<file path="src/hdl/ssr_pkg.sv">
// -----------------------------------------------------------------------------
// shared constants and types of the serial status reporter
// -----------------------------------------------------------------------------
package ssr_pkg;

  // clock, link framing and report timing
  localparam int CLK_HZ            = 100_000_000;
  localparam int BAUD_RATE         = 2400;
  localparam int BIT_CYCLES        = CLK_HZ / BAUD_RATE;
  localparam int DATA_BITS         = 8;
  localparam int STOP_BITS         = 1;
  localparam int REPORT_INTERVAL_S = 2;
  localparam int REPORT_CYCLES     = REPORT_INTERVAL_S * CLK_HZ;

  // line levels and characters
  localparam logic       LINE_IDLE = 1'b1;
  localparam logic       START_LVL = 1'b0;
  localparam logic [7:0] CHR_CR    = 8'h0d;
  localparam logic [7:0] CHR_LF    = 8'h0a;
  localparam logic [7:0] CHR_NUL   = 8'h00;
  localparam logic [7:0] CHR_ZERO  = 8'h30;

  // two-letter commands, first letter in the upper byte
  localparam logic [15:0] START_SPAN_COMMAND    = 16'h6173;
  localparam logic [15:0] START_ZERO_COMMAND    = 16'h617a;
  localparam logic [15:0] REPORT_TOGGLE_COMMAND = 16'h7374;
  localparam logic [1:0]  LINE_CMD_LEN          = 2'h2;
  localparam logic [1:0]  LINE_LEN_SAT          = 2'h3;
  localparam logic        REPORT_ON_RST         = 1'b1;

  // range selector codes
  localparam logic [1:0] RANGE_LOW = 2'h0;
  localparam logic [1:0] RANGE_MED = 2'h1;
  localparam logic [1:0] RANGE_HIGH = 2'h2;

  // report items in transmit order
  typedef logic [2:0] ssr_item_t;
  localparam ssr_item_t ITEM_CONC  = 3'h0;
  localparam ssr_item_t ITEM_RANGE = 3'h1;
  localparam ssr_item_t ITEM_SPAN  = 3'h2;
  localparam ssr_item_t ITEM_DIS1  = 3'h3;
  localparam ssr_item_t ITEM_DIS2  = 3'h4;
  localparam ssr_item_t ITEM_TRIP1 = 3'h5;
  localparam ssr_item_t ITEM_TRIP2 = 3'h6;
  localparam ssr_item_t ITEM_LAST  = ITEM_TRIP2;
  localparam logic [3:0] POS_FIRST = 4'h0;

  // instrument status as sampled at the start of a report
  typedef struct packed {
    logic [15:0] conc_bcd;
    logic [15:0] span_bcd;
    logic        unit_pct;
    logic [1:0]  range_sel;
    logic [1:0]  alarm_disabled;
    logic [1:0]  alarm_tripped;
  } ssr_status_s;

  // receiver and report sequencer states, gray along the usual path except the sequencer's REP_LF to REP_TEXT step
  typedef enum logic [1:0] {
    RX_IDLE  = 2'b00,
    RX_START = 2'b01,
    RX_DATA  = 2'b11,
    RX_STOP  = 2'b10
  } ssr_rx_state_e;

  typedef enum logic [1:0] {
    REP_IDLE = 2'b00,
    REP_TEXT = 2'b01,
    REP_CR   = 2'b11,
    REP_LF   = 2'b10
  } ssr_rep_state_e;

endpackage

</file>
<file path="src/hdl/ssr_uart_tx.sv">
`timescale 1ns/10ps
// -----------------------------------------------------------------------------
// serialiser: start bit, data lsb first, stop bits
// -----------------------------------------------------------------------------
module ssr_uart_tx
  import ssr_pkg::*;
#(
  parameter int P_BIT_CYCLES = BIT_CYCLES
) (
  // clock and reset
  input  wire logic       i_core_clk,
  input  wire logic       i_rst_b,
  // character in
  input  wire logic       i_vld,
  input  wire logic [7:0] i_data,
  output logic            o_rdy,
  // serial line
  output logic            o_txd
);

  localparam int FRAME_BITS = 1 + DATA_BITS + STOP_BITS;
  localparam int IDX_W      = $clog2(FRAME_BITS);
  localparam int CNT_W      = $clog2(P_BIT_CYCLES + 1);
  localparam logic [IDX_W-1:0] IDX_LAST = IDX_W'(FRAME_BITS - 1);
  localparam logic [CNT_W-1:0] BIT_LAST = CNT_W'(P_BIT_CYCLES - 1);

  if (P_BIT_CYCLES < 2) begin : g_chk_bit
    $error("bit period must be at least two clocks");
  end

  logic [DATA_BITS+STOP_BITS-1:0] shift_ff;
  logic [IDX_W-1:0]               idx_ff;
  logic [CNT_W-1:0]               cnt_ff;

  // one frame at a time; ready only returns after the full stop bit
  always_ff @(posedge i_core_clk or negedge i_rst_b) begin
    if (!i_rst_b) begin
      shift_ff <= '1;
      idx_ff   <= '0;
      cnt_ff   <= '0;
      o_rdy    <= 1'b1;
      o_txd    <= LINE_IDLE;
    end else if (o_rdy) begin
      if (i_vld) begin
        o_rdy    <= 1'b0;
        o_txd    <= START_LVL;
        shift_ff <= {{STOP_BITS{LINE_IDLE}}, i_data};
        idx_ff   <= '0;
        cnt_ff   <= '0;
      end
    end else if (cnt_ff == BIT_LAST) begin
      cnt_ff <= '0;
      if (idx_ff == IDX_LAST) begin
        o_rdy <= 1'b1;
      end else begin
        o_txd    <= shift_ff[0];
        shift_ff <= {LINE_IDLE, shift_ff[DATA_BITS+STOP_BITS-1:1]};
        idx_ff   <= idx_ff + 1'b1;
      end
    end else begin
      cnt_ff <= cnt_ff + 1'b1;
    end
  end

  // a taken character opens with a low start bit
  a_tx_start_low: assert property (@(posedge i_core_clk) disable iff (!i_rst_b)
    (o_rdy && i_vld) |=> (!o_txd && !o_rdy))
    else $error("start bit not driven low");

  // the last bit of every frame is a high stop bit
  a_tx_stop_high: assert property (@(posedge i_core_clk) disable iff (!i_rst_b)
    (!o_rdy && idx_ff == IDX_LAST) |-> o_txd)
    else $error("stop bit not high");

endmodule

</file>
<file path="src/hdl/ssr_serial_status_reporter.sv">
`timescale 1ns/10ps
module ssr_serial_status_reporter
  import ssr_pkg::*;
#(
  parameter int P_BIT_CYCLES    = BIT_CYCLES,
  parameter int P_REPORT_CYCLES = REPORT_CYCLES
) (
  // clock and reset
  input  wire logic        i_core_clk,
  input  wire logic        i_rst_b,
  // serial pins
  input  wire logic        i_rxd,
  output logic             o_txd,
  // instrument status and control
  input  wire ssr_status_s i_status,
  output logic             o_span_start,
  output logic             o_zero_start,
  output logic             o_report_on
);

  localparam int BIT_W = $clog2(P_BIT_CYCLES + 1);
  localparam int REP_W = $clog2(P_REPORT_CYCLES + 1);
  localparam logic [BIT_W-1:0] BIT_LAST  = BIT_W'(P_BIT_CYCLES - 1);
  localparam logic [BIT_W-1:0] HALF_LAST = BIT_W'(P_BIT_CYCLES / 2 - 1);
  localparam logic [REP_W-1:0] REP_LAST  = REP_W'(P_REPORT_CYCLES - 1);
  localparam logic [2:0]       RX_IDX_LAST = 3'(DATA_BITS - 1);

  if (P_BIT_CYCLES < 4 || P_REPORT_CYCLES < 2) begin : g_chk_time
    $error("bit period or report interval too short");
  end

  // -----------------------------------------------------------------------------
  // text helpers
  // -----------------------------------------------------------------------------
  function automatic logic [31:0] ascii4(input logic [15:0] bcd);
    logic [31:0] r;
    r = '0;
    for (int i = 0; i < 4; i++) begin
      r[8*i +: 8] = CHR_ZERO | {4'h0, bcd[4*i +: 4]};
    end
    return r;
  endfunction

  // one character of an item, nul past its end
  function automatic logic [7:0] text_char(input ssr_item_t it, input logic [3:0] pos,
                                           input ssr_status_s stat);
    logic [0:15][7:0] s;
    logic [31:0]      cd;
    logic [31:0]      sd;
    cd = ascii4(stat.conc_bcd);
    sd = ascii4(stat.span_bcd);
    case (it)
      ITEM_CONC:  s = stat.unit_pct ? {cd, " %", 80'h0} : {cd, " ppm", 64'h0};
      ITEM_RANGE: begin
        case (stat.range_sel)
          RANGE_LOW: s = {"LO", 112'h0};
          RANGE_MED: s = {"MED", 104'h0};
          default:   s = {"HI", 112'h0};
        endcase
      end
      ITEM_SPAN:  s = stat.unit_pct ? {"0-", sd, " %", 64'h0} : {"0-", sd, " ppm", 48'h0};
      ITEM_DIS1:  s = {"AL-1 DISABLED", 24'h0};
      ITEM_DIS2:  s = {"AL-2 DISABLED", 24'h0};
      ITEM_TRIP1: s = {"AL-1 ON", 72'h0};
      ITEM_TRIP2: s = {"AL-2 ON", 72'h0};
      default:    s = '0;
    endcase
    return s[pos];
  endfunction

  // alarm items only appear when that alarm is disabled or tripped
  function automatic logic item_on(input ssr_item_t it, input ssr_status_s stat);
    case (it)
      ITEM_DIS1:  return stat.alarm_disabled[0];
      ITEM_DIS2:  return stat.alarm_disabled[1];
      ITEM_TRIP1: return stat.alarm_tripped[0];
      ITEM_TRIP2: return stat.alarm_tripped[1];
      default:    return 1'b1;
    endcase
  endfunction

  // -----------------------------------------------------------------------------
  // receive path
  // -----------------------------------------------------------------------------
  logic          rxd_m1_ff, rxd_m2_ff, rxd_m3_ff, rxd_lvl_ff;
  ssr_rx_state_e rx_state_ff;
  logic [BIT_W-1:0] rx_cnt_ff;
  logic [2:0]    rx_idx_ff;
  logic [7:0]    rx_shift_ff;
  logic          rx_vld_ff;
  logic          rx_err_ff;

  // pin synchroniser; the level moves only when stages two and three agree
  always_ff @(posedge i_core_clk or negedge i_rst_b) begin
    if (!i_rst_b) begin
      rxd_m1_ff  <= LINE_IDLE;
      rxd_m2_ff  <= LINE_IDLE;
      rxd_m3_ff  <= LINE_IDLE;
      rxd_lvl_ff <= LINE_IDLE;
    end else begin
      rxd_m1_ff <= i_rxd;
      rxd_m2_ff <= rxd_m1_ff;
      rxd_m3_ff <= rxd_m2_ff;
      if (rxd_m2_ff == rxd_m3_ff) begin
        rxd_lvl_ff <= rxd_m3_ff;
      end
    end
  end

  // receiver samples mid-bit and never waits on the transmitter
  always_ff @(posedge i_core_clk or negedge i_rst_b) begin
    if (!i_rst_b) begin
      rx_state_ff <= RX_IDLE;
      rx_cnt_ff   <= '0;
      rx_idx_ff   <= '0;
      rx_shift_ff <= '0;
      rx_vld_ff   <= 1'b0;
      rx_err_ff   <= 1'b0;
    end else begin
      rx_vld_ff <= 1'b0;
      rx_err_ff <= 1'b0;
      case (rx_state_ff)
        RX_IDLE: begin
          rx_cnt_ff <= '0;
          if (rxd_lvl_ff == START_LVL) begin
            rx_state_ff <= RX_START;
          end
        end
        RX_START: begin
          if (rx_cnt_ff == HALF_LAST) begin
            rx_cnt_ff   <= '0;
            rx_idx_ff   <= '0;
            // a start bit gone by mid-bit was a glitch
            rx_state_ff <= (rxd_lvl_ff == START_LVL) ? RX_DATA : RX_IDLE;
          end else begin
            rx_cnt_ff <= rx_cnt_ff + 1'b1;
          end
        end
        RX_DATA: begin
          if (rx_cnt_ff == BIT_LAST) begin
            rx_cnt_ff   <= '0;
            rx_shift_ff <= {rxd_lvl_ff, rx_shift_ff[7:1]};
            rx_idx_ff   <= rx_idx_ff + 1'b1;
            if (rx_idx_ff == RX_IDX_LAST) begin
              rx_state_ff <= RX_STOP;
            end
          end else begin
            rx_cnt_ff <= rx_cnt_ff + 1'b1;
          end
        end
        RX_STOP: begin
          if (rx_cnt_ff == BIT_LAST) begin
            rx_state_ff <= RX_IDLE;
            rx_vld_ff   <= rxd_lvl_ff;
            rx_err_ff   <= ~rxd_lvl_ff;
          end else begin
            rx_cnt_ff <= rx_cnt_ff + 1'b1;
          end
        end
        default: rx_state_ff <= RX_IDLE;
      endcase
    end
  end

  // -----------------------------------------------------------------------------
  // command line parser
  // -----------------------------------------------------------------------------
  logic [15:0] cmd_chars_ff;
  logic [1:0]  line_len_ff;
  logic        line_bad_ff;
  logic        line_end, line_ok, hit_span, hit_zero, hit_toggle;

  assign line_end   = rx_vld_ff && (rx_shift_ff == CHR_CR);
  assign line_ok    = line_end && !line_bad_ff && (line_len_ff == LINE_CMD_LEN);
  assign hit_span   = line_ok && (cmd_chars_ff == START_SPAN_COMMAND);
  assign hit_zero   = line_ok && (cmd_chars_ff == START_ZERO_COMMAND);
  assign hit_toggle = line_ok && (cmd_chars_ff == REPORT_TOGGLE_COMMAND);

  // keeps the last two letters; line feeds are skipped so crlf terminals work
  always_ff @(posedge i_core_clk or negedge i_rst_b) begin
    if (!i_rst_b) begin
      cmd_chars_ff <= '0;
      line_len_ff  <= '0;
      line_bad_ff  <= 1'b0;
    end else if (rx_err_ff) begin
      line_bad_ff <= 1'b1;
    end else if (line_end) begin
      line_len_ff <= '0;
      line_bad_ff <= 1'b0;
    end else if (rx_vld_ff && rx_shift_ff != CHR_LF) begin
      cmd_chars_ff <= {cmd_chars_ff[7:0], rx_shift_ff};
      if (line_len_ff != LINE_LEN_SAT) begin
        line_len_ff <= line_len_ff + 1'b1;
      end
    end
  end

  // calibration starts are one-cycle pulses; reporting is a level
  always_ff @(posedge i_core_clk or negedge i_rst_b) begin
    if (!i_rst_b) begin
      o_span_start <= 1'b0;
      o_zero_start <= 1'b0;
      o_report_on  <= REPORT_ON_RST;
    end else begin
      o_span_start <= hit_span;
      o_zero_start <= hit_zero;
      o_report_on  <= o_report_on ^ hit_toggle;
    end
  end

  // -----------------------------------------------------------------------------
  // report interval and sequencer
  // -----------------------------------------------------------------------------
  logic [REP_W-1:0] rep_cnt_ff;
  logic             rep_tick_ff;
  ssr_rep_state_e   rep_state_ff;
  ssr_status_s      snap_ff;
  ssr_item_t        item_ff;
  logic [3:0]       pos_ff;
  logic [7:0]       cur_char;
  logic             cur_on;
  logic             tx_vld;
  logic [7:0]       tx_data;
  logic             tx_rdy;

  // free-running interval; a tick while a report is still out is dropped
  always_ff @(posedge i_core_clk or negedge i_rst_b) begin
    if (!i_rst_b) begin
      rep_cnt_ff  <= '0;
      rep_tick_ff <= 1'b0;
    end else begin
      rep_tick_ff <= (rep_cnt_ff == REP_LAST);
      rep_cnt_ff  <= (rep_cnt_ff == REP_LAST) ? '0 : rep_cnt_ff + 1'b1;
    end
  end

  assign cur_char = text_char(item_ff, pos_ff, snap_ff);
  assign cur_on   = item_on(item_ff, snap_ff);

  // character offered to the serialiser
  always_comb begin
    tx_vld  = 1'b0;
    tx_data = cur_char;
    case (rep_state_ff)
      REP_TEXT: tx_vld = o_report_on && cur_on && (cur_char != CHR_NUL);
      REP_CR: begin
        tx_vld  = 1'b1;
        tx_data = CHR_CR;
      end
      REP_LF: begin
        tx_vld  = 1'b1;
        tx_data = CHR_LF;
      end
      default: tx_vld = 1'b0;
    endcase
  end

  // status is frozen at report start so one report never mixes two samples
  always_ff @(posedge i_core_clk or negedge i_rst_b) begin
    if (!i_rst_b) begin
      rep_state_ff <= REP_IDLE;
      snap_ff      <= '0;
      item_ff      <= ITEM_CONC;
      pos_ff       <= POS_FIRST;
    end else begin
      case (rep_state_ff)
        REP_IDLE: begin
          if (rep_tick_ff && o_report_on) begin
            snap_ff      <= i_status;
            item_ff      <= ITEM_CONC;
            pos_ff       <= POS_FIRST;
            rep_state_ff <= REP_TEXT;
          end
        end
        REP_TEXT: begin
          if (!o_report_on) begin
            rep_state_ff <= REP_IDLE;
          end else if (!cur_on) begin
            pos_ff <= POS_FIRST;
            if (item_ff == ITEM_LAST) begin
              rep_state_ff <= REP_IDLE;
            end else begin
              item_ff <= item_ff + 1'b1;
            end
          end else if (cur_char == CHR_NUL) begin
            rep_state_ff <= REP_CR;
          end else if (tx_rdy) begin
            pos_ff <= pos_ff + 1'b1;
          end
        end
        REP_CR: begin
          if (tx_rdy) begin
            rep_state_ff <= REP_LF;
          end
        end
        REP_LF: begin
          if (tx_rdy) begin
            pos_ff       <= POS_FIRST;
            item_ff      <= item_ff + 1'b1;
            rep_state_ff <= (item_ff == ITEM_LAST) ? REP_IDLE : REP_TEXT;
          end
        end
        default: rep_state_ff <= REP_IDLE;
      endcase
    end
  end

  ssr_uart_tx #(
    .P_BIT_CYCLES (P_BIT_CYCLES)
  ) u_tx (
    .i_core_clk (i_core_clk),
    .i_rst_b    (i_rst_b),
    .i_vld      (tx_vld),
    .i_data     (tx_data),
    .o_rdy      (tx_rdy),
    .o_txd      (o_txd)
  );

  // -----------------------------------------------------------------------------
  // checks
  // -----------------------------------------------------------------------------
  a_rx_collects_char: assert property (@(posedge i_core_clk) disable iff (!i_rst_b)
    (rx_vld_ff && !rx_err_ff && rx_shift_ff != CHR_CR && rx_shift_ff != CHR_LF)
      |=> cmd_chars_ff[7:0] == $past(rx_shift_ff))
    else $error("received character not collected");

  a_report_starts: assert property (@(posedge i_core_clk) disable iff (!i_rst_b)
    (rep_tick_ff && o_report_on && rep_state_ff == REP_IDLE)
      |=> (rep_state_ff == REP_TEXT && item_ff == ITEM_CONC && pos_ff == POS_FIRST))
    else $error("report did not start on interval tick");

  a_report_held_off: assert property (@(posedge i_core_clk) disable iff (!i_rst_b)
    (rep_state_ff == REP_IDLE && !o_report_on) |=> rep_state_ff == REP_IDLE)
    else $error("report started while reporting stopped");

  a_item_order_up: assert property (@(posedge i_core_clk) disable iff (!i_rst_b)
    (rep_state_ff != REP_IDLE && $past(rep_state_ff) != REP_IDLE)
      |-> item_ff >= $past(item_ff))
    else $error("report items out of order");

  a_cr_then_lf: assert property (@(posedge i_core_clk) disable iff (!i_rst_b)
    (rep_state_ff == REP_CR && tx_rdy) |=> (rep_state_ff == REP_LF && tx_data == CHR_LF))
    else $error("carriage return not followed by line feed");

  a_span_pulse: assert property (@(posedge i_core_clk) disable iff (!i_rst_b)
    hit_span |=> o_span_start ##1 !o_span_start)
    else $error("span start not a single pulse");

  a_zero_pulse: assert property (@(posedge i_core_clk) disable iff (!i_rst_b)
    hit_zero |=> o_zero_start ##1 !o_zero_start)
    else $error("zero start not a single pulse");

  a_toggle_flips: assert property (@(posedge i_core_clk) disable iff (!i_rst_b)
    hit_toggle |=> o_report_on != $past(o_report_on))
    else $error("toggle command did not flip reporting");

  a_bad_line_dropped: assert property (@(posedge i_core_clk) disable iff (!i_rst_b)
    (line_end && !line_ok) |=> (!o_span_start && !o_zero_start && $stable(o_report_on)))
    else $error("unrecognised line had an effect");

endmodule

</file>
<file path="config.mk">
export PLATFORM = sky130hd
export DESIGN_NAME = ssr_serial_status_reporter
export DESIGN_NICKNAME = d
export VERILOG_FILES = /design/src/hdl/ssr_pkg.sv /design/src/hdl/ssr_uart_tx.sv /design/src/hdl/ssr_serial_status_reporter.sv
export SDC_FILE = /design/constraint.sdc
export NUM_CORES = 1
export LEC_CHECK = 0
export ABC_AREA = 1
export BUFFER_PORTS_ARGS = -buffer_cell sky130_fd_sc_hd__buf_2
export CORE_AREA = 2 2 135 137
export CTS_BUF_LIST = sky130_fd_sc_hd__clkbuf_8
export CTS_CLUSTER_DIAMETER = 80
export CTS_CLUSTER_SIZE = 28
export DETAILED_ROUTE_END_ITERATION = 16
export DIE_AREA = 0 0 137 139
export GPL_TIMING_DRIVEN = 0
export PLACE_DENSITY_LB_ADDON = 0.25
export SYNTH_ARGS = -nofsm -noshare
export SYNTH_HDL_FRONTEND = slang
export SYNTH_HIERARCHICAL = 1
export SYNTH_SLANG_ARGS = --single-unit
</file>
<file path="constraint.sdc">
create_clock -name i_core_clk -period 2.2 [get_ports i_core_clk]
set_input_delay 0.22 -clock i_core_clk [delete_from_list [all_inputs] [get_ports i_core_clk]]
set_output_delay 0.22 -clock i_core_clk [all_outputs]
set_load 0.005 [all_outputs]
</file>
# After elaboration in Yosys (flattened, before gate mapping)
# Cells that the tools add are included.
dict set report op_classes {
  add_sub_neg 8
  bitwise_logic 5
  magnitude_cmp 1
  mux 75
  reduce_logical 34
  n_eq_ne 45
}
# operator n
set ops {}
lappend ops {{$pmux 127 s7} 1}
lappend ops {{$pmux 123 s2} 1}
lappend ops {{$mux 16} 6}
lappend ops {{$mux 87} 1}
lappend ops {{$mux 71} 1}
lappend ops {{$eq 16x15->1 const B} 4}
lappend ops {{$pmux 16 s4} 1}
lappend ops {{$mux 4} 10}
lappend ops {{$mux 9} 4}
lappend ops {{$add 16x1->16 const B} 2}
lappend ops {{$bmux 8 s4} 1}
lappend ops {{$eq 16x16->1 const B} 2}
lappend ops {{$mux 2} 16}
lappend ops {{$add 28x1->28 const B} 1}
lappend ops {{$eq 28x28->1 const B} 1}
lappend ops {{$mux 28} 1}
lappend ops {{$ne 2x2->1 const B} 12}
lappend ops {{$mux 3} 7}
lappend ops {{$mux 8} 2}
lappend ops {{$pmux 2 s4} 2}
lappend ops {{$pmux 8 s2} 1}
lappend ops {{$mux 1} 15}
lappend ops {{$eq 3x3->1 const B} 4}
lappend ops {{$pmux 4 s3} 1}
lappend ops {{36 further kinds} 71}
dict set report word_totals {
  output_inout_bits 4
  ff_bits 165
}

# Longest topological paths before layout
# Gate-level depths: netlist of the first run.
dict set report logic_depth {
  word_depth 11
  ltp_mapped 21
  depth_no_buf 20
}

# Hierarchy
# The synthesis of the first run kept the hierarchy.
# mod seq_area_each_um2 area_each_um2 instances cells_each
set by_module_without_submodules {}
lappend by_module_without_submodules {ssr_serial_status_reporter 3359.5 7362.1 1 930}
lappend by_module_without_submodules {ssr_uart_tx 763.2 1788.0 1 246}

# Least setup slack after synthesis of the first run
# Ideal clock, no wire load.
dict set report synth_timing {
  kind {reg2reg}
  from {register item_ff[0]}
  to {register u_tx.idx_ff[0]}
  t_arrival_ns 2.216
  required_time_ns 2.083
  path_stages_with_launch 21
  period_less_slack_ns 2.333
  setup_slack_ns -0.133
  path_cell_list {dfrtp_1 -> inv_1 -> ha_1 -> nand2_2 -> nand2_2 -> inv_1 -> nand2_2 -> nand2_1 -> nand3_1 -> nand2_1 -> nand3_1 -> nand2_1 -> nand2_2 -> nand2_2 -> a21oi_1 -> nor2_2 -> a31oi_4 -> nand2_4 -> buf_6 -> nand2_1 -> nand2_1}
}
dict set report synth_between {
  elab_chain_cells 10
}
# element line_no
set synth_lines {}
lappend synth_lines {{start: declaration} ssr_serial_status_reporter.sv:218} ;# ssr_item_t item_ff;
lappend synth_lines {{start signal: assignment} ssr_serial_status_reporter.sv:283} ;# item_ff <= item_ff + 1'b1;
lappend synth_lines {{start signal: assignment} ssr_serial_status_reporter.sv:299} ;# item_ff <= item_ff + 1'b1;
lappend synth_lines {{$eq 3x3->1, or another cell as far along} {ssr_serial_status_reporter.sv:52, ssr_serial_status_reporter.sv:73}}
lappend synth_lines {{$pmux 127 s7} ssr_serial_status_reporter.sv:52} ;# case (it)
lappend synth_lines {{$bmux 8 s4} ssr_serial_status_reporter.sv:68} ;# return s[pos];
lappend synth_lines {{$mux 8 (not written as such) (2 in a row)} ssr_serial_status_reporter.sv:68}
lappend synth_lines {{$reduce_bool 8->1} ssr_serial_status_reporter.sv:245} ;# REP_TEXT: tx_vld = o_report_on && cur_on && (cur_char != CHR_NUL);
lappend synth_lines {{$logic_and 1x1->1 (*)} ssr_serial_status_reporter.sv:245}
lappend synth_lines {{$pmux 1 s2 (*)} ssr_serial_status_reporter.sv:244} ;# case (rep_state_ff)
lappend synth_lines {{net tx_vld} ssr_serial_status_reporter.sv:222} ;# logic tx_vld;
lappend synth_lines {{$ne 2x2->1 (no source line) (*)} -}
lappend synth_lines {{$reduce_and 3->1 (no source line) (*)} -}
lappend synth_lines {{end signal: assignment} ssr_uart_tx.sv:58} ;# idx_ff <= idx_ff + 1'b1;
lappend synth_lines {{end: declaration} ssr_uart_tx.sv:32} ;# logic [IDX_W-1:0] idx_ff;
# Mark *: on every way through the listed nets, which the timed path passes. The rest lies on a longest branch. The select of a mux whose other input is x is not followed.
# A chain may end at the register's enable or synchronous reset.

# Worst setup path in the final report of the first run
# Same ends and word-level chain as after synthesis.

==> results of run 1 <==
-- cells in the final DEF (no fill, tap or decap), drive strengths merged, types with 2 or more instances in the layout --
cell type / n
dlygate4sd3: 38
nor3b: 3
o21bai: 3
nand3: 92
buf: 100
mux2i: 2
clkbuf: 29
or2: 3
mux2: 32
ha: 22
nor3: 29
a21oi: 48
dfstp: 15
dfrtp: 149
nand2: 322
xnor2: 5
and3: 2
a21o: 2
inv: 139
o22ai: 6
a31oi: 6
nand4: 26
nor4: 17
nor2: 139
xor2: 22
clkinvlp: 3
clkinv: 6
o21ai: 63
-- cells in the mapped netlist, types with 2 or more instances --
library cell  count
nand2_1         307
dfrtp_1         149
inv_1           130
nor2_1          128
nand3_1          92
o21ai_0          61
a21oi_1          47
mux2_2           32
nor3_1           29
nand4_1          26
ha_1             22
xor2_1           22
nor4_1           17
dfstp_2          15
nand2_2          13
clkbuf_1         10
nor2_2            8
buf_2             6
o22ai_1           6
a31oi_1           5
xnor2_1           5
buf_4             4
buf_1             3
inv_2             3
nor2_4            3
nor3b_1           3
o21bai_1          3
or2_2             3
a21o_1            2
and3_1            2
buf_6             2
mux2i_1           2
nand2_4           2
o21ai_1           2
-- worst max-delay path, delay by kind of cell, from the launching register on --
family                   cells  cell delay, ns
flip-flops                   1            0.42
AND/OR/NAND/NOR              9            0.83
buffers and inverters        4            0.45
adder cells (fa/ha/maj)      1            0.17
AO/OA/AOI/OAI                4            0.56
-- logic make-up after synthesis --
family,Yosys count,synth area share (%)
fa+ha+maj,23,3.12
simple gates,634,30.1
other cells,1,0.0410
xor+xnor,27,2.58
flops,164,45.1
mux,34,4.16
compound gates,133,7.92
buf+inv,160,7.00
-- routing by layer --
layer	vias to the layer above	wire length [µm]	share of wire [%]
met5	-	0	0
met4	0	445	2.0
met3	36	1000	4.5
met2	216	10500	48
met1	3882	10100	46
li1	4110	-	-
-- area by class of cell --
type / instances / area [µm²] / area share [%]
well taps: 229 / 287 / 2.59
clock buffers: 18 / 248 / 2.24
flip-flops and latches: 164 / 4120 / 37.2
multi-input cells: 852 / 4630 / 41.8
clock inverters: 14 / 166 / 1.50
repair buffers: 125 / 970 / 8.75
plain buffers: 24 / 139 / 1.25
inverters: 135 / 518 / 4.67
-- worst max path at each step --
stage | slack, ns | cells past startpoint | to | startpoint
6_report | -0.36 | 18 | u_tx/idx_ff[0] | item_ff[0]
3_3_place_gp | -1.63 | 1 | rx_cnt_ff[9] | i_rst_b
4_1_cts | -0.27 | 18 | u_tx/idx_ff[0] | item_ff[1]
2_1_floorplan | -0.03 | 20 | u_tx/idx_ff[0] | item_ff[1]
5_1_grt | -0.47 | 15 | u_tx/o_rdy | item_ff[0]
3_5_place_dp | -0.52 | 16 | u_tx/cnt_ff[8] | item_ff[1]
-- repair_timing --
item,in CTS,in global routing
setup endpoints to repair,32,48
hold endpoints to repair,87,0
gates resized for setup,38,32
gates cloned,1,0
hold buffers,38,0
buffers inserted,31,9
pin swaps,21,17
-- registers in the layout (all words and copies together), names as in the netlist, 3 cells and up --
signal / cells
cmd_chars_ff: 16
item_ff: 3
pos_ff: 4
rep_cnt_ff: 28
rx_cnt_ff: 16
rx_idx_ff: 3
rx_shift_ff: 8
snap_ff: 39
u_tx/cnt_ff: 16
u_tx/idx_ff: 4
u_tx/shift_ff: 8
-- through the flow --
| stage | cells | setup slack [ns] | setup TNS [ns] | utilization (%) | cell area (µm²) |
|---|---|---|---|---|---|
| 3_3_place_gp | 1450 | -1.63 | -259.41 | 54.9 | 9700 |
| 3_5_place_dp | 1451 | -0.523 | -11.78 | 55.1 | 9730 |
| 2_1_floorplan | 1176 | -0.0340 | -0.0736 | - | 9180 |
| 5_1_grt | 1561 | -0.473 | -13.44 | 62.8 | 11100 |
| 4_1_cts | 1552 | -0.272 | -6.44 | 61.8 | 10900 |
| 6_report | 1561 | -0.356 | -7.74 | 62.8 | 11100 |
-- where the power goes --
group          total (W)  internal (W)  switching (W)
combinational   0.000234      0.000116       0.000118
clock            0.00226      0.000984        0.00127
sequential       0.00308       0.00306      0.0000251
total            0.00557       0.00416        0.00142
==> qor.csv, run 1 <==
metric;value;unit
placementRows;49;
min-delay-start;i_status[0];
start_util;51.8;%
core;0.0177;mm²
dr_total_vias;8244;
n_fill_cell;1541;
period_needed;2.56;ns
required;2.56;ns
finalHoldViolCount;0;
crit_fanout;5;
die_y;139;µm
fin_skew;0.0127;ns
via_per_inst;5.28;
area_growth;21.1;%
ctsRootBufferMaster;clkbuf_8;
die-area;0.0190;mm²
htree_levels;4;
reg2reg_from;item_ff[0];
whs;0.0175;ns
startpoint_type;register;
yosys-top-cells-area;dfrtp_1, nand2_1, inv_1;
drv_cap;0;
post-route-drc-count;0;
critPathMaxStageDelay;0.42;ns
gp_congestion;0.938;
powerDensity;503;mW/mm²
slew_headroom;59.8;%
synth_top_area_share;40.7;%
finalNetCount;1383;
clock_sinks;164;
cts_buffer_depth;2;
rsz0062_at_grt;true;
syn_area;0.00915;mm²
die_w;137;µm
path_common_cell;nand2_4;
ys.flop_type;dfrtp_1;
grt_pass1_wl;36.6;mm
synth_area_leader_cell;dfrtp_1;
syn_nets;1240;
synthArstFlopShare;100;%
reg2reg_to;u_tx/idx_ff[0];
setup_violations;30;
hold_path.class;input port to register;
ir_drop;0.000622;V
yosysSeqAreaShare;45.1;%
max_freq;0.391;GHz
max_slew.worst_pin.slew;0.603;ns
crit_arrival;2.92;ns
power;0.00557;W
grt_pass1_vias;8029;
leakage;5.25;nW
ios;46;
end_kind;register;
wirelength;22.1;mm
grtUsageTotal;23.7;%
holdPathStages;3;
status;complete, but fails checks;
min_to;snap_ff[0];
routedWlPerCell;14.1;µm
portBuffers;45;
slew_violations;0;
slowest_stage;dfrtp_1;
clock_latency;0.47;ns
crit_path_cell_trace;inv_2 > ha_4 > inv_2 > nor2_4 > nand2_4 > nand2_2 > o21ai_1 > inv_1 > a21oi_4 > nand2_4 > nand2_4 > a21oi_4 > nor2_4 > a31oi_4 > nand2_4 > buf_6 > nand2_2 > nand2_1;
reg2reg_depth;18;
rrSetupSlack;-0.36;ns
violations;setup timing;
drive_gt1_share;19.1;%
path_clk_slew;0.09;ns
cts_tree;done;
cts_inserted_buffers;17;
use_met2;38.4;%
ant_nets;0;
num_antenna_cells;0;
critPathKind;register to register;
grt_max_degree;115;
yosysUniqueCellTypes;46;
hpwl;14.8;mm
yosys_warnings;6;
worst_slack;-0.356;ns
drtPass1Iterations;5;
synth_edf_count;0;
antenna_found_initial;0;
min_period_over_period;116;%
overflow;0;
drtIter0Drc;672;
avgSynthCellArea;7.78;µm²
met1_usage;31.9;%
synth_seq_cells;164;
top_usage_layer;met2;
grtUsageMet3;4.46;%
synth_cells;1176;
Note: power is estimated with default switching activity, not from simulation.
==> run 2: changes to the inputs <==
--- a/config.mk
+++ b/config.mk
@@ -7,15 +7,14 @@
 export LEC_CHECK = 0
 export ABC_AREA = 1
 export BUFFER_PORTS_ARGS = -buffer_cell sky130_fd_sc_hd__buf_2
-export CORE_AREA = 2 2 135 137
+export CORE_AREA = 2 2 134 136
 export CTS_BUF_LIST = sky130_fd_sc_hd__clkbuf_8
 export CTS_CLUSTER_DIAMETER = 80
 export CTS_CLUSTER_SIZE = 28
 export DETAILED_ROUTE_END_ITERATION = 16
-export DIE_AREA = 0 0 137 139
+export DIE_AREA = 0 0 136 138
 export GPL_TIMING_DRIVEN = 0
 export PLACE_DENSITY_LB_ADDON = 0.25
 export SYNTH_ARGS = -nofsm -noshare
 export SYNTH_HDL_FRONTEND = slang
-export SYNTH_HIERARCHICAL = 1
 export SYNTH_SLANG_ARGS = --single-unit
==> qor.csv, run 2 <==
metric;value;unit;change
die_y;138;µm;was 139 µm
gp_congestion;0.935;;was 0.938
fin_tns_setup;-0.154;ns;was -7.74 ns
slew_headroom;62.2;%;was 59.8%
dp_slack;-0.352;ns;was -0.523 ns
min-delay-start;i_status[3];;was i_status[0]
yosys-top-cells-area;dfrtp_1, nand2_1, inv_1;;unchanged
grt_pass1_wl;36.0;mm;was 36.6 mm
postLayoutCellArea;0.0112;mm²;was 0.0111 mm²
drive_gt1_share;24.1;%;was 19.1%
critPathKind;register to register;;unchanged
final_cell_mix;nand2_1, dfrtp_1, inv_1;;was nand2_1, dfrtp_1, nor2_1
grtUsageTotal;23.6;%;was 23.7%
top_register;snap_ff;;unchanged
holdPathStages;3;;unchanged
wirelength;21.4;mm;was 22.1 mm
die_w;136;µm;was 137 µm
drv_cap;0;;unchanged
synthArstFlopShare;100;%;unchanged
rrSetupSlack;-0.03;ns;was -0.36 ns
via_per_inst;5.39;;was 5.28
clock_sinks;164;;unchanged
leakage;5.11;nW;was 5.25 nW
synth_edf_count;0;;unchanged
n_fill_cell;1451;;was 1541
ctsRootBufferMaster;clkbuf_8;;unchanged
crit_arrival;2.63;ns;was 2.92 ns
violations;setup timing;;unchanged
grt_max_degree;101;;was 115
startpoint_type;register;;unchanged
htree_levels;4;;unchanged
area_growth;24.1;%;was 21.1%
min_to;snap_ff[3];;was snap_ff[0]
finalNetCount;1296;;was 1383
status;complete, but fails checks;;unchanged
reg2reg_from;item_ff[0];;unchanged
syn_nets;1157;;was 1240
yosysUniqueCellTypes;52;;was 46
path_common_cell;nand2_1;;was nand2_4
reg2reg_to;u_tx.shift_ff[4];;was u_tx/idx_ff[0]
rsz0062_at_grt;true;;unchanged
start_util;51.4;%;was 51.8%
ir_drop;0.000529;V;was 0.000622 V
die-area;0.0188;mm²;was 0.0190 mm²
min_period_over_period;101;%;was 116%
slowest_stage;dfrtp_1;;unchanged
post-route-drc-count;0;;unchanged
hpwl;14.2;mm;was 14.8 mm
synth_seq_cells;164;;unchanged
yosys_warnings;0;;was 6
placed_cell_area;0.00957;mm²;was 0.00973 mm²
routedWlPerCell;14.5;µm;was 14.1 µm
crit_fanout;6;;was 5
drtIter0Drc;613;;was 672
placementRows;49;;unchanged
crit_path_cell_trace;buf_6 > ha_4 > o21ai_4 > nand3_2 > nand2_1 > nand2_1 > nand2_1 > nand3_1 > nand2_1 > nand3_2 > nand2_4 > nand2_4 > nand3_4 > buf_8 > nand2_4 > o21ai_2;;was inv_2 > ha_4 > inv_2 > nor2_4 > nand2_4 > nand2_2 > o21ai_1 > inv_1 > a21oi_4 > nand2_4 > nand2_4 > a21oi_4 > nor2_4 > a31oi_4 > nand2_4 > buf_6 > nand2_2 > nand2_1
portBuffers;45;;unchanged
max_freq;0.449;GHz;was 0.391 GHz
period_needed;2.23;ns;was 2.56 ns
finalHoldViolCount;0;;unchanged
synth_top_area_share;41.3;%;was 40.7%
antenna_found_initial;0;;unchanged
cts_inserted_buffers;17;;unchanged
avgSynthCellArea;8.25;µm²;was 7.78 µm²
overflow;0;;unchanged
ios;46;;unchanged
finish.utilization;63.8;%;was 62.8%
setup_violations;11;;was 30
top_regs;snap_ff: 39 flops, rep_cnt_ff: 28 flops;;unchanged
ys_top_cells_by_count;nand2_1, dfrtp_1, inv_1, nor2_1, nand3_1;;unchanged
whs;0.0261;ns;was 0.0175 ns
synth_area_leader_cell;dfrtp_1;;unchanged
required;2.60;ns;was 2.56 ns
syn_area;0.00902;mm²;was 0.00915 mm²
clock_latency;0.47;ns;about the same
core;0.0175;mm²;was 0.0177 mm²
ys.flop_type;dfrtp_1;;unchanged
num_antenna_cells;0;;unchanged
critPathMaxStageDelay;0.44;ns;was 0.42 ns
grt_pass1_vias;7752;;was 8029
synth_most_common_cell;nand2_1;;unchanged
path_clk_slew;0.10;ns;was 0.09 ns
yosysSeqAreaShare;45.7;%;was 45.1%
largest_register_ffs;39;;unchanged
cts_buffer_depth;2;;unchanged
ant_nets;0;;unchanged
hold_path.class;input port to register;;unchanged
fin_skew;0.0123;ns;was 0.0127 ns
worst_slack;-0.0288;ns;was -0.356 ns
drtPass1Iterations;5;;unchanged
cts_tree;done;;unchanged
reg2reg_depth;16;;was 18
end_kind;register;;unchanged
max_slew.worst_pin.slew;0.568;ns;was 0.603 ns
slew_violations;0;;unchanged
synth_cells;1093;;was 1176
dr_total_vias;7941;;was 8244
final_common_cell;nand2_1;;unchanged
powerDensity;505;mW/mm²;was 503 mW/mm²
## run 2: kinds of logic (layout without fill, tap and decap cells)
| family | after synthesis | in the layout | share of synthesized area [%] |
|---|---|---|---|
| muxes | 35 | 35 | 4.37 |
| and+or+nand+nor | 533 | 533 | 27.1 |
| AOI/OAI and AO/OA | 157 | 158 | 9.92 |
| xor gates and xnor gates | 29 | 29 | 2.82 |
| adders and majority gates | 23 | 23 | 3.16 |
| DFF | 164 | 164 | 45.7 |
| buffers and inverters | 152 | 303 | 6.89 |
## run 2: where the power goes
part	internal [W]	switching (W)
logic	0.000117	0.000115
clock network	0.000990	0.00134
registers	0.00306	0.0000241
## run 2: critical path: cells and delay by family (launching register included)
family	cells	cell delay, ns
AO/OA/AOI/OAI	2	0.26
buffers and inverters	2	0.31
adder cells (fa/ha/maj)	1	0.19
flip-flops	1	0.44
AND/OR/NAND/NOR	11	0.96
## run 2: area by class of cell
cell class | instances | area, µm² | share of cell area [%]
buffer | 22 | 114 | 1.02
sequential | 164 | 4130 | 36.9
inverter | 127 | 485 | 4.34
clock buffer | 17 | 234 | 2.09
tap | 229 | 287 | 2.56
clock inverter | 15 | 211 | 1.89
multi-input combinational | 778 | 4740 | 42.3
timing repair buffer | 122 | 997 | 8.91
## run 2: timing repair
action,CTS,global route
buffers inserted,21,17
resized for setup,59,94
pin swaps,14,31
endpoints found under the hold margin,92,0
hold buffers,39,0
setup endpoints to repair,78,86
cloned,3,0
## run 2: through the flow
stage                     power, W  std cells
after floorplan            0.00319       1093
after CTS                  0.00570       1462
after global routing       0.00584       1474
after detailed placement   0.00332       1368
final                      0.00565       1474
after global placement     0.00330       1367
## run 2: layer usage
metal  routed length [µm]  global-route usage (%)
met4                  393                    7.29
met2                10800                    39.8
met5                    0                       0
met1                 9230                    30.3
met3                  981                    5.21
## run 2: worst max-delay path by stage
stage                           from  slack (ns)          endpoint  cells after the start
after global placement       i_rst_b       -1.60    rep_cnt_ff[21]                      1
after global routing      item_ff[0]       -0.12  u_tx.shift_ff[0]                     16
after floorplan           item_ff[0]        0.12    u_tx.idx_ff[3]                     16
after detailed placement  item_ff[0]       -0.35   u_tx.cnt_ff[14]                     11
after CTS                 item_ff[1]       -0.07  u_tx.shift_ff[4]                     15
final                     item_ff[0]       -0.03  u_tx.shift_ff[4]                     16
